==> config.mk <==
export PLATFORM = sky130hd
export DESIGN_NAME = lcdra_core
export DESIGN_NICKNAME = d
export VERILOG_FILES = /design/src/include/lcdra_pkg.sv /design/src/rtl/lcdra_core.sv /design/src/rtl/lcdra_addr_step.sv /design/src/rtl/lcdra_ram.sv
export SDC_FILE = /design/constraint.sdc
export NUM_CORES = 2
export LEC_CHECK = 0
export BUFFER_PORTS_ARGS = -buffer_cell sky130_fd_sc_hd__buf_2
export CORE_ASPECT_RATIO = 1.25
export CORE_UTILIZATION = 57
export DETAILED_ROUTE_END_ITERATION = 16
export PLACE_DENSITY = 0.8
export RECOVER_POWER = 25
export SKIP_CTS_REPAIR_TIMING = 1
export SLEW_MARGIN = 40
export SYNTH_ARGS = -nofsm -noshare
export SYNTH_HDL_FRONTEND = slang
export SYNTH_SLANG_ARGS = --single-unit
==> constraint.sdc <==
create_clock -name pclk -period 2.6 [get_ports pclk]
set_input_delay 0.26 -clock pclk [delete_from_list [all_inputs] [get_ports pclk]]
set_output_delay 0.26 -clock pclk [all_outputs]
set_load 0.005 [all_outputs]
==> src/include/lcdra_pkg.sv <==
`default_nettype none
package lcdra_pkg;

   // ------------------------------------------------------------
   // register map (byte addresses on the apb)
   // ------------------------------------------------------------
   localparam int ADDR_W = 8;
   localparam logic [ADDR_W-1:0] OFS_INSTR = 8'h00;
   localparam logic [ADDR_W-1:0] OFS_DATA = 8'h04;
   localparam logic [ADDR_W-1:0] OFS_CTRL = 8'h08;
   localparam logic [ADDR_W-1:0] OFS_STATUS = 8'h0C;

   // ------------------------------------------------------------
   // control register fields
   // ------------------------------------------------------------
   localparam int CTRL_INC_BIT = 0;
   localparam int CTRL_TWO_LINE_BIT = 1;
   localparam int CTRL_BUS_WIDTH_BIT = 2;
   localparam int CTRL_SERIAL_BIT = 3;
   localparam logic [3:0] CTRL_RESET = 4'h5;

   // ------------------------------------------------------------
   // instruction decode fields
   // ------------------------------------------------------------
   localparam int INSTR_CHAR_SET_BIT = 7;
   localparam logic [1:0] INSTR_GLYPH_SET_CODE = 2'h1;
   localparam logic [3:0] INSTR_SHIFT_CODE = 4'h1;
   localparam int INSTR_SHIFT_DISPLAY_BIT = 3;
   localparam int INSTR_SHIFT_RIGHT_BIT = 2;

   // ------------------------------------------------------------
   // char_code_ram address map
   // ------------------------------------------------------------
   localparam logic [6:0] CHAR_FIRST = 7'h00;
   localparam logic [6:0] CHAR_ONE_LINE_LAST = 7'h4F;
   localparam logic [6:0] CHAR_LINE1_LAST = 7'h27;
   localparam logic [6:0] CHAR_LINE2_FIRST = 7'h40;
   localparam logic [6:0] CHAR_LINE2_LAST = 7'h67;
   localparam int GLYPH_DEPTH = 64;
   localparam int CHAR_DEPTH = 128;

   // ------------------------------------------------------------
   // timing
   // ------------------------------------------------------------
   localparam int CLK_FREQ_MHZ = 40;
   localparam int EXEC_TIME_NS = 18500;
   localparam int EXEC_CYCLES = (EXEC_TIME_NS * CLK_FREQ_MHZ + 999) / 1000;
   localparam int BUSY_W = $clog2(EXEC_CYCLES + 1);
   localparam logic [BUSY_W-1:0] EXEC_COUNT = BUSY_W'(EXEC_CYCLES);

   // ------------------------------------------------------------
   // types
   // ------------------------------------------------------------
   typedef enum logic {TGT_GLYPH, TGT_CHAR} lcdra_target_t;

   typedef struct packed {
      logic we;
      logic [6:0] addr;
      logic [7:0] data;
   } lcdra_ram_wr_t;

   typedef struct packed {
      logic [6:0] ac;
      lcdra_target_t target;
      logic [7:0] dout;
      logic refill;
      logic [BUSY_W-1:0] busy_cnt;
      logic [3:0] ctrl;
   } lcdra_state_t;

endpackage : lcdra_pkg
`default_nettype wire

==> src/rtl/lcdra_core.sv <==
// Overview of operation
// glyph address set loads six bits
// char address set loads seven bits
// one-line char range 00 to 4F
// two-line ranges 00-27 and 40-67
// instruction read returns busy and counter
// host waits while busy is high
// data write stores into selected ram
// data write steps the address counter
// data reads refused over serial interfaces
// host discards first read without address set
// cursor shift reloads the output data register
// data read steps the address counter
// host avoids display shift after glyph read
// read after write returns old latched data
// entry direction picks step up or down
// line-count bit selects one or two lines
// serial host sets bus width bit
// target flag remembers the selected ram
//
// Local design decisions: the register offsets and the APB slave port.
`timescale 1ns/1ps
`default_nettype none
module lcdra_core
   import lcdra_pkg::*;
(
   input wire logic pclk,
   input wire logic presetn,
   input wire logic psel,
   input wire logic penable,
   input wire logic pwrite,
   input wire logic [ADDR_W-1:0] paddr,
   input wire logic [31:0] pwdata,
   output logic [31:0] prdata,
   output logic pready,
   output logic pslverr,
   output logic busy_flag,
   output logic [6:0] address_counter
);

   lcdra_state_t st;
   lcdra_state_t next_st;
   lcdra_ram_wr_t glyph_wr;
   lcdra_ram_wr_t char_wr;
   logic [7:0] glyph_rd;
   logic [7:0] char_rd;
   logic [7:0] ram_rd;
   logic [6:0] stepped_ac;
   logic step_up;
   logic wr_en;
   logic rd_en;
   logic mapped;
   logic is_shift;
   logic cursor_shift;
   logic serial_read;

   // ------------------------------------------------------------
   // apb decode
   // ------------------------------------------------------------
   assign wr_en = psel && penable && pwrite;
   assign rd_en = psel && penable && !pwrite;
   assign mapped = (paddr == OFS_INSTR) || (paddr == OFS_DATA) ||
                   (paddr == OFS_CTRL) || (paddr == OFS_STATUS);
   assign is_shift = pwdata[7:4] == INSTR_SHIFT_CODE;
   assign cursor_shift = wr_en && paddr == OFS_INSTR && is_shift &&
                         !pwdata[INSTR_SHIFT_DISPLAY_BIT];
   // serial links cannot return ram data, so such a read is an error
   assign serial_read = rd_en && paddr == OFS_DATA && st.ctrl[CTRL_SERIAL_BIT];
   assign busy_flag = st.busy_cnt != '0;
   assign address_counter = st.ac;
   // zero wait states: every request completes in its first access cycle
   assign pready = 1'b1;
   assign pslverr = psel && penable &&
                    (!mapped || serial_read || (pwrite && paddr == OFS_STATUS));

   // ------------------------------------------------------------
   // address stepping and ram
   // ------------------------------------------------------------
   assign step_up = cursor_shift ? pwdata[INSTR_SHIFT_RIGHT_BIT] : st.ctrl[CTRL_INC_BIT];

   lcdra_addr_step u_step (
      .addr(st.ac),
      .up(step_up),
      .two_line(st.ctrl[CTRL_TWO_LINE_BIT]),
      .glyph(st.target == TGT_GLYPH),
      .next_addr(stepped_ac)
   );

   lcdra_ram #(.DEPTH(GLYPH_DEPTH), .AW(6), .W(8)) u_glyph_ram (
      .pclk(pclk),
      .presetn(presetn),
      .wr(glyph_wr),
      .rd_addr(st.ac[5:0]),
      .rd_data(glyph_rd)
   );

   lcdra_ram #(.DEPTH(CHAR_DEPTH), .AW(7), .W(8)) u_char_code_ram (
      .pclk(pclk),
      .presetn(presetn),
      .wr(char_wr),
      .rd_addr(st.ac),
      .rd_data(char_rd)
   );

   assign ram_rd = (st.target == TGT_GLYPH) ? glyph_rd : char_rd;

   // ------------------------------------------------------------
   // instruction and data handling
   // ------------------------------------------------------------
   always_comb begin
      next_st = st;
      glyph_wr = '0;
      char_wr = '0;
      if (st.busy_cnt != '0) begin
         next_st.busy_cnt = BUSY_W'(st.busy_cnt - 1'b1);
      end
      // output data register is filled one cycle after the counter moves
      if (st.refill) begin
         next_st.dout = ram_rd;
         next_st.refill = 1'b0;
      end
      if (wr_en) begin
         unique case (paddr)
            OFS_INSTR: begin
               next_st.busy_cnt = EXEC_COUNT;
               if (pwdata[INSTR_CHAR_SET_BIT]) begin
                  next_st.ac = pwdata[6:0];
                  next_st.target = TGT_CHAR;
                  next_st.refill = 1'b1;
               end else if (pwdata[7:6] == INSTR_GLYPH_SET_CODE) begin
                  next_st.ac = {1'b0, pwdata[5:0]};
                  next_st.target = TGT_GLYPH;
                  next_st.refill = 1'b1;
               end else if (cursor_shift) begin
                  next_st.ac = stepped_ac;
                  next_st.refill = 1'b1;
               end
            end
            OFS_DATA: begin
               next_st.busy_cnt = EXEC_COUNT;
               if (st.target == TGT_GLYPH) begin
                  glyph_wr = '{we: 1'b1, addr: st.ac, data: pwdata[7:0]};
               end else begin
                  char_wr = '{we: 1'b1, addr: st.ac, data: pwdata[7:0]};
               end
               // dout is left alone, so a following read sees old data
               next_st.ac = stepped_ac;
            end
            OFS_CTRL: begin
               next_st.ctrl = pwdata[3:0];
            end
            default: begin
            end
         endcase
      end
      if (rd_en && paddr == OFS_DATA && !serial_read) begin
         next_st.ac = stepped_ac;
         next_st.refill = 1'b1;
      end
   end

   always_ff @(posedge pclk or negedge presetn) begin
      if (!presetn) begin
         st <= '{ac: '0, target: TGT_CHAR, dout: '0, refill: 1'b0,
                 busy_cnt: '0, ctrl: CTRL_RESET};
      end else begin
         st <= next_st;
      end
   end

   // ------------------------------------------------------------
   // read data
   // ------------------------------------------------------------
   always_comb begin
      prdata = '0;
      if (rd_en) begin
         unique case (paddr)
            OFS_INSTR: prdata[7:0] = {busy_flag, st.ac};
            OFS_DATA: prdata[7:0] = serial_read ? 8'h00 : st.dout;
            OFS_CTRL: prdata[3:0] = st.ctrl;
            OFS_STATUS: prdata[9:0] = {st.refill, st.target == TGT_GLYPH, busy_flag, st.ac};
            default: prdata = '0;
         endcase
      end
   end

   logic data_wr;
   logic data_rd;
   assign data_wr = wr_en && paddr == OFS_DATA;
   assign data_rd = rd_en && paddr == OFS_DATA && !serial_read;
endmodule : lcdra_core
`default_nettype wire

==> src/rtl/lcdra_addr_step.sv <==
`timescale 1ns/1ps
`default_nettype none
module lcdra_addr_step
   import lcdra_pkg::*;
(
   input wire logic [6:0] addr,
   input wire logic up,
   input wire logic two_line,
   input wire logic glyph,
   output logic [6:0] next_addr
);

   // ------------------------------------------------------------
   // one step of the address counter
   // ------------------------------------------------------------
   always_comb begin
      if (glyph) begin
         next_addr = {1'b0, up ? 6'(addr[5:0] + 6'h01) : 6'(addr[5:0] - 6'h01)};
      end else if (up) begin
         if (two_line && addr == CHAR_LINE1_LAST) begin
            next_addr = CHAR_LINE2_FIRST;
         end else if (two_line && addr == CHAR_LINE2_LAST) begin
            next_addr = CHAR_FIRST;
         end else if (!two_line && addr == CHAR_ONE_LINE_LAST) begin
            next_addr = CHAR_FIRST;
         end else begin
            next_addr = 7'(addr + 7'h01);
         end
      end else begin
         if (two_line && addr == CHAR_FIRST) begin
            next_addr = CHAR_LINE2_LAST;
         end else if (two_line && addr == CHAR_LINE2_FIRST) begin
            next_addr = CHAR_LINE1_LAST;
         end else if (!two_line && addr == CHAR_FIRST) begin
            next_addr = CHAR_ONE_LINE_LAST;
         end else begin
            next_addr = 7'(addr - 7'h01);
         end
      end
   end

endmodule : lcdra_addr_step
`default_nettype wire

==> src/rtl/lcdra_ram.sv <==
`timescale 1ns/1ps
`default_nettype none
module lcdra_ram
   import lcdra_pkg::*;
#(
   parameter int DEPTH = 64,
   parameter int AW = 6,
   parameter int W = 8
) (
   input wire logic pclk,
   input wire logic presetn,
   input wire lcdra_ram_wr_t wr,
   input wire logic [AW-1:0] rd_addr,
   output logic [W-1:0] rd_data
);

   typedef struct packed {
      logic [DEPTH-1:0][W-1:0] mem;
   } lcdra_ram_state_t;

   lcdra_ram_state_t st;
   lcdra_ram_state_t next_st;

   // ------------------------------------------------------------
   // flip-flop storage, one write port and one read port
   // ------------------------------------------------------------
   always_comb begin
      next_st = st;
      if (wr.we) begin
         next_st.mem[wr.addr[AW-1:0]] = wr.data[W-1:0];
      end
   end

   always_ff @(posedge pclk or negedge presetn) begin
      if (!presetn) begin
         st <= '0;
      end else begin
         st <= next_st;
      end
   end

   assign rd_data = st.mem[rd_addr];

endmodule : lcdra_ram
`default_nettype wire

* After elaboration in Yosys (flattened, before gate mapping)
Index checks and enable logic that the tools add are counted.
W data, S select, Z words.
** Cells by class
- Reduce and logical (&&, ||, !) cells :: 40
- Bitwise logic cells :: 1
- Order comparisons :: 6
- $add $sub $neg :: 5
- Eq/ne operators :: 10
- Mux-type cells :: 49
** Operators with widths (number)
- $bwmux W1024 :: 1
- $bwmux W512 :: 1
- $mux W16 :: 6
- $mux W7 :: 11
- $mux W8 :: 8
- $bmux W8 S7 :: 1
- $demux W8 S7 :: 1
- $bmux W8 S6 :: 1
- $demux W8 S6 :: 1
- $mux W10 :: 3
- $eq A7 B7 Y1 const B :: 3
- $logic_and A1 B1 Y1 :: 19
- $eq A8 B4 Y1 const B :: 2
- $lt A7 B8 Y1 const B :: 2
- $mux W15 :: 1
- $lt A6 B7 Y1 const B :: 2
- $pmux W7 S2 :: 1
- $pmux W4 S3 :: 1
- $reduce_bool A10 Y1 :: 1
- $sub A10 B1 Y10 const B :: 1
- $eq A8 B3 Y1 const B :: 1
- $logic_not A8 Y1 :: 1
- $mux W1 :: 8
- $pmux W4 S2 :: 1
- 22 further kinds :: 33
** Storage, ports and cells
- Bits in registers :: 1567

* Longest topological paths before layout
- Depth in word-level cells :: 14
- Depth in mapped cells :: 13
- Mapped depth without buffers :: 11

* By module
From an unflattened synthesis, not the netlist that was laid out.
** Unflattened totals
- Cells, all modules :: 4645
- Area total of the unflattened synthesis :: 73200.2 µm²
** By module, submodules not included
- lcdra_ram (u_char_code_ram) :: seq. area each 25624.6 µm², instances 1, cells each 2784, area each 46477.1 µm²
- lcdra_ram (u_glyph_ram) :: seq. area each 12812.3 µm², instances 1, cells each 1499, area each 23612.6 µm²
- lcdra_core :: seq. area each 779.5 µm², instances 1, cells each 270, area each 2431.1 µm²
- lcdra_addr_step :: seq. area each 0.0 µm², instances 1, cells each 92, area each 679.4 µm²

* Least setup slack after synthesis
Ideal clock, no wire load.
- Kind :: register -> register
- From :: register st, in the netlist address_counter[0]
- To :: register st[17] (netlist name)
- Buffers on the path :: 4
- Data arrival time :: 2.596 ns
- Data required time :: 2.460 ns
- Setup slack :: -0.136 ns
- Clock period less this slack :: 2.736 ns
- Library setup time :: 0.140 ns
- Stages on the path, launching flop included :: 10
- Cell sequence :: dfrtp_1 buf_2 buf_2 buf_2 buf_2 mux4_2 a22oi_1 a21oi_1 nor3_1 o221ai_1
** On the way
- Word-level cells in the longest chain between the ends :: 3
** Ends and longest elaborated chain
- from (decl) :: line lcdra_core.sv:41 : lcdra_state_t st;
- from (signal assigned) :: line lcdra_core.sv:164 : st <= '{ac: '0, target: TGT_CHAR, dout: '0, refill: 1'b0,
- from (signal assigned) :: line lcdra_core.sv:167 : st <= next_st;
- $bmux W8 S7 or $bmux W8 S6 (tied branches) :: line lcdra_ram.sv:42 : assign rd_data = st.mem[rd_addr];
- $mux W8 (not written as such) :: line lcdra_ram.sv:42
- $mux W8 (*) :: line lcdra_core.sv:105 : assign ram_rd = (st.target == TGT_GLYPH) ? glyph_rd : char_rd;
Mark *: on every way between the ends. The rest lies on a longest branch, timed or not. The select of a mux whose other input is x is not followed.
A chain may end at the register's enable or synchronous reset.

* Worst setup path after layout
- From :: register st, in the netlist address_counter[0]
- To :: register st[22] (netlist name)
The elaborated chain is that of the path after synthesis.

==> impl_results.md <==
- Outcome: complete, but fails checks
- Failing checks: negative setup slack
- Vias per cell: a little under 7
- Final Skew: about 38 ps
- Min cycle time layout: slightly above 3000 ps
- Worst hold path type: in -> reg
- Post-synth EDFFs: 0
- Total GRT Usage: between 30% and 40%
- NetSw: between 0.01 and 0.015 W
- GR Util met1: approximately 47%
- Clock power frac: approximately 45%
- Setup TNS Final: -3170 ps
- Wirelength per Cell: 29.6 um
- Area contributors post-synth: dfrtp_1 55%, mux2_2 11%, mux4_2 11%
- Iteration-0 DRC Markers: 7537
- Aggregate global routing overflow: 0
- Post-DP Area: between 0.07 and 0.08 mm2
- Synth warn: 0
- Final WL: around 240000 um
- Post-Synth Simple-Gate Area: around 8.4%
- Worst Max-Slew Pin Slew: ~1400 ps
- Flop2flop setup slack: -460 ps
- Ys async rst share: 100%
- Largest buffer count on any clock path: 3
- Main flop type after synthesis: dfrtp_1
- CTS H-tree depth: 4
- Adder-Cell Fraction of Synth Area: 0.0706%
- Yosys reg bits: between 1500 and 2000
- Post-synthesis cell count: 5834
- Sw frac: 23.6%
- 1st-pass router iterations: 9
- Mux cell area share after synthesis: a little under a quarter
- Synthesis-to-layout area growth: 20.5%
- CTS clock-pin slew for the worst setup and hold paths: approximately 70 ps
- Crit path DAT: 3750 ps
- R2R depth: 11
- Die Width: between 300 and 400 um
- Period utilization: 118%
- Initial core utilization: a little under three fifths
- Setup WS post-layout: -459 ps
- Register area share after synthesis: 55.3%
- GRT met2 Usage: 56.7%
- Largest net degree at the start of global routing: 140
- Row cnt: around 140
- Final Hold Viols: 0
- Max_slew headroom: 6.92%
- Commonest non-fill, non-tap cells in the layout: 1557 x dfrtp_1, 1046 x nand2_1, 795 x o21ai_0, 681 x mux2_2, 594 x buf_4
- CP required: 3290 ps
- Final Setup Violations: 14
- Crit Path Class: reg -> reg
- Seq pwr share: approximately half
- GR peak layer: met2
- Gpl congestion: 0.996
- Internal Power: between 0.03 and 0.04 W
- Syn_area_per_cell: approximately 12 um2
- Clk sinks: 1567
- Filler Cells Inserted: approximately 7800
- Max Cap Viol: 0
- Final HPWL DP: between 150000 and 200000 um
- Most common cell after layout, fill and taps aside: dfrtp_1
- Placeable Area: between 0.1 and 0.15 mm2
- Largest family of logic cells by synthesized area: multiplexers
- Top cell type's share of synthesized area: a little under three fifths
- Pins Over Slew Limit: 0
- CP Capture Point: st[22]
- Worst setup SP type: register
- Crit. Startpoint: address_counter[0]
- Area fraction in compound gates after synthesis: a little under a tenth
- Layout cells sized above 1: around a third
- CP Capture Type: register
- Pwr dens: roughly 580 mW/mm2
- Area leader, netlist: dfrtp_1
- RSZ-0062 raised after global routing: true
- Met3 global-route usage: 11.8%
- Via count: ~55000
- DRC Markers: 0
- Post-Synth XOR/XNOR Area: less than 1%
- Initial antenna violation count: 9
- Die Span Y: just under 400 um
- Pwr Total: 0.0497 W
- RR Endpoint: st[22]
- Remaining antenna violation count after routing: 0
- Clock Latency Late Sink: 810 ps
- Die area: roughly 0.13 mm2
- Crit-path max FO: 14
- Number of global-route vias before repair: 55900
- VDD IR max: 731 uV
- Num CTS Buffers: 149
- Origin of the critical flop-to-flop path: address_counter[0]
- First-pass GRT wire length: roughly 350000 um
- Cell area after layout: ~0.085 mm2
- Nets: about 6400
- Cell variety after synth: a little under 80
- Logic pwr share: roughly 6%
- CTS tree: done
- CTS root buf: clkbuf_16
- Port buffer count: 39
- Leakage: 40.1 nW
- Synth Cell Area: around 0.07 mm2
- Io pins: 87
- Maximum operating frequency: between 300 and 400 MHz
[cell usage after synthesis, types with 6 or more instances]
master and number:
nand2b_1 25, mux2_1 24, o21ai_1 58, or3_1 16, and2_0 10, a32oi_1 6, a211oi_1 6, nor4_1 6
nand4_1 40, nand2_1 1058, and2_1 17, mux4_2 332, nor3_1 25, o211ai_1 8, buf_1 31, dfrtp_1 1564
buf_4 35, and3_1 11, a22o_1 24, a22oi_1 116, o22ai_1 14, xnor2_1 6, mux2_2 681, nor2_4 7
buf_2 77, mux2i_1 132, nor2_1 70, o21ai_0 800, inv_1 9, a31oi_1 9, clkbuf_1 353, nand3_1 50
nor2_2 18, a21oi_1 61, a221oi_1 24, nor2b_1 14
[worst max-delay path, cell delays in order, from the launching register on]
cell	delay, ps
dfrtp_4	450
buf_12	150
buf_12	150
buf_16	170
buf_8	130
mux4_2	500
a22oi_2	310
nand4_1	340
o2111ai_1	290
buf_4	170
nor4_2	40
a211o_1	230
[area by class of cell]
cell class | count | area [um2] | share of cell area, %
Sequential cell | 1567 | 39200 | 46.0
Multi-Input combinational cell | 3782 | 30200 | 35.4
Timing Repair Buffer | 861 | 8880 | 10.4
Clock buffer | 226 | 4510 | 5.28
Tap cell | 1606 | 2010 | 2.35
Clock inverter | 43 | 422 | 0.494
Inverter | 10 | 50.0 | 0.0586
Antenna cell | 4 | 10.0 | 0.0117
[logic make-up (layout without fill, tap and decap cells)]
group	after synthesis	after routing
AO/OA/AOI/OAI	1178	1178
XOR/XNOR	9	9
adder cells (fa/ha/maj)	4	4
buffers and inverters	506	1140
flip-flops	1567	1567
multiplexers	1169	1169
other	2	27
AND/OR/NAND/NOR	1399	1399
[flip-flops by register name, summed over array words and instances (netlist names)]
register / flops
u_char_code_ram.st: 1024
u_glyph_ram.st: 512
st: 24
address_counter: 7
[per-stage QoR]
step	setup WS, ps	std cells	utilization, %	hold WS, ps
after global routing	-402	8096	69.3	48.8
after CTS	-740	8024	68.1	-653
after floorplan	-20.3	5855	-	-35.6
after global placement	-762	7755	64.1	181
after detailed placement	-729	7755	64.1	183
final	-459	8099	69.3	49.3
[routing by layer]
| layer | up-vias | share of wire, % |
|---|---|---|
| met3 | 1197 | 12 |
| met2 | 4322 | 45 |
| li1 | 22000 | - |
| met1 | 27900 | 34 |
| met5 | - | 0.017 |
| met4 | 6 | 8.1 |
[worst min-delay path by stage]
| stage | depth (start not counted) | startpoint | slack (ps) | endpoint |
|---|---|---|---|---|
| 2_1_floorplan | 0 | presetn | -40 | address_counter[0] |
| 3_3_place_gp | 1 | presetn | 180 | u_glyph_ram.st[354] |
| 3_5_place_dp | 1 | presetn | 180 | u_glyph_ram.st[354] |
| 4_1_cts | 1 | presetn | -650 | u_glyph_ram.st[354] |
| 5_1_grt | 5 | pwdata[7] | 50 | st[14] |
| 6_report | 5 | pwdata[6] | 50 | st[14] |
[power by group through the flow]
stage / combinational [W] / sequential [W] / clock (W)
floorplan: 0.00117 / 0.0249 / 0
global placement: 0.00268 / 0.0250 / 0
detailed placement: 0.00272 / 0.0250 / 0
CTS: 0.00274 / 0.0245 / 0.0222
global route: 0.00317 / 0.0245 / 0.0231
finish: 0.00304 / 0.0245 / 0.0222
No activity file was read; power rests on OpenSTA's default activity.
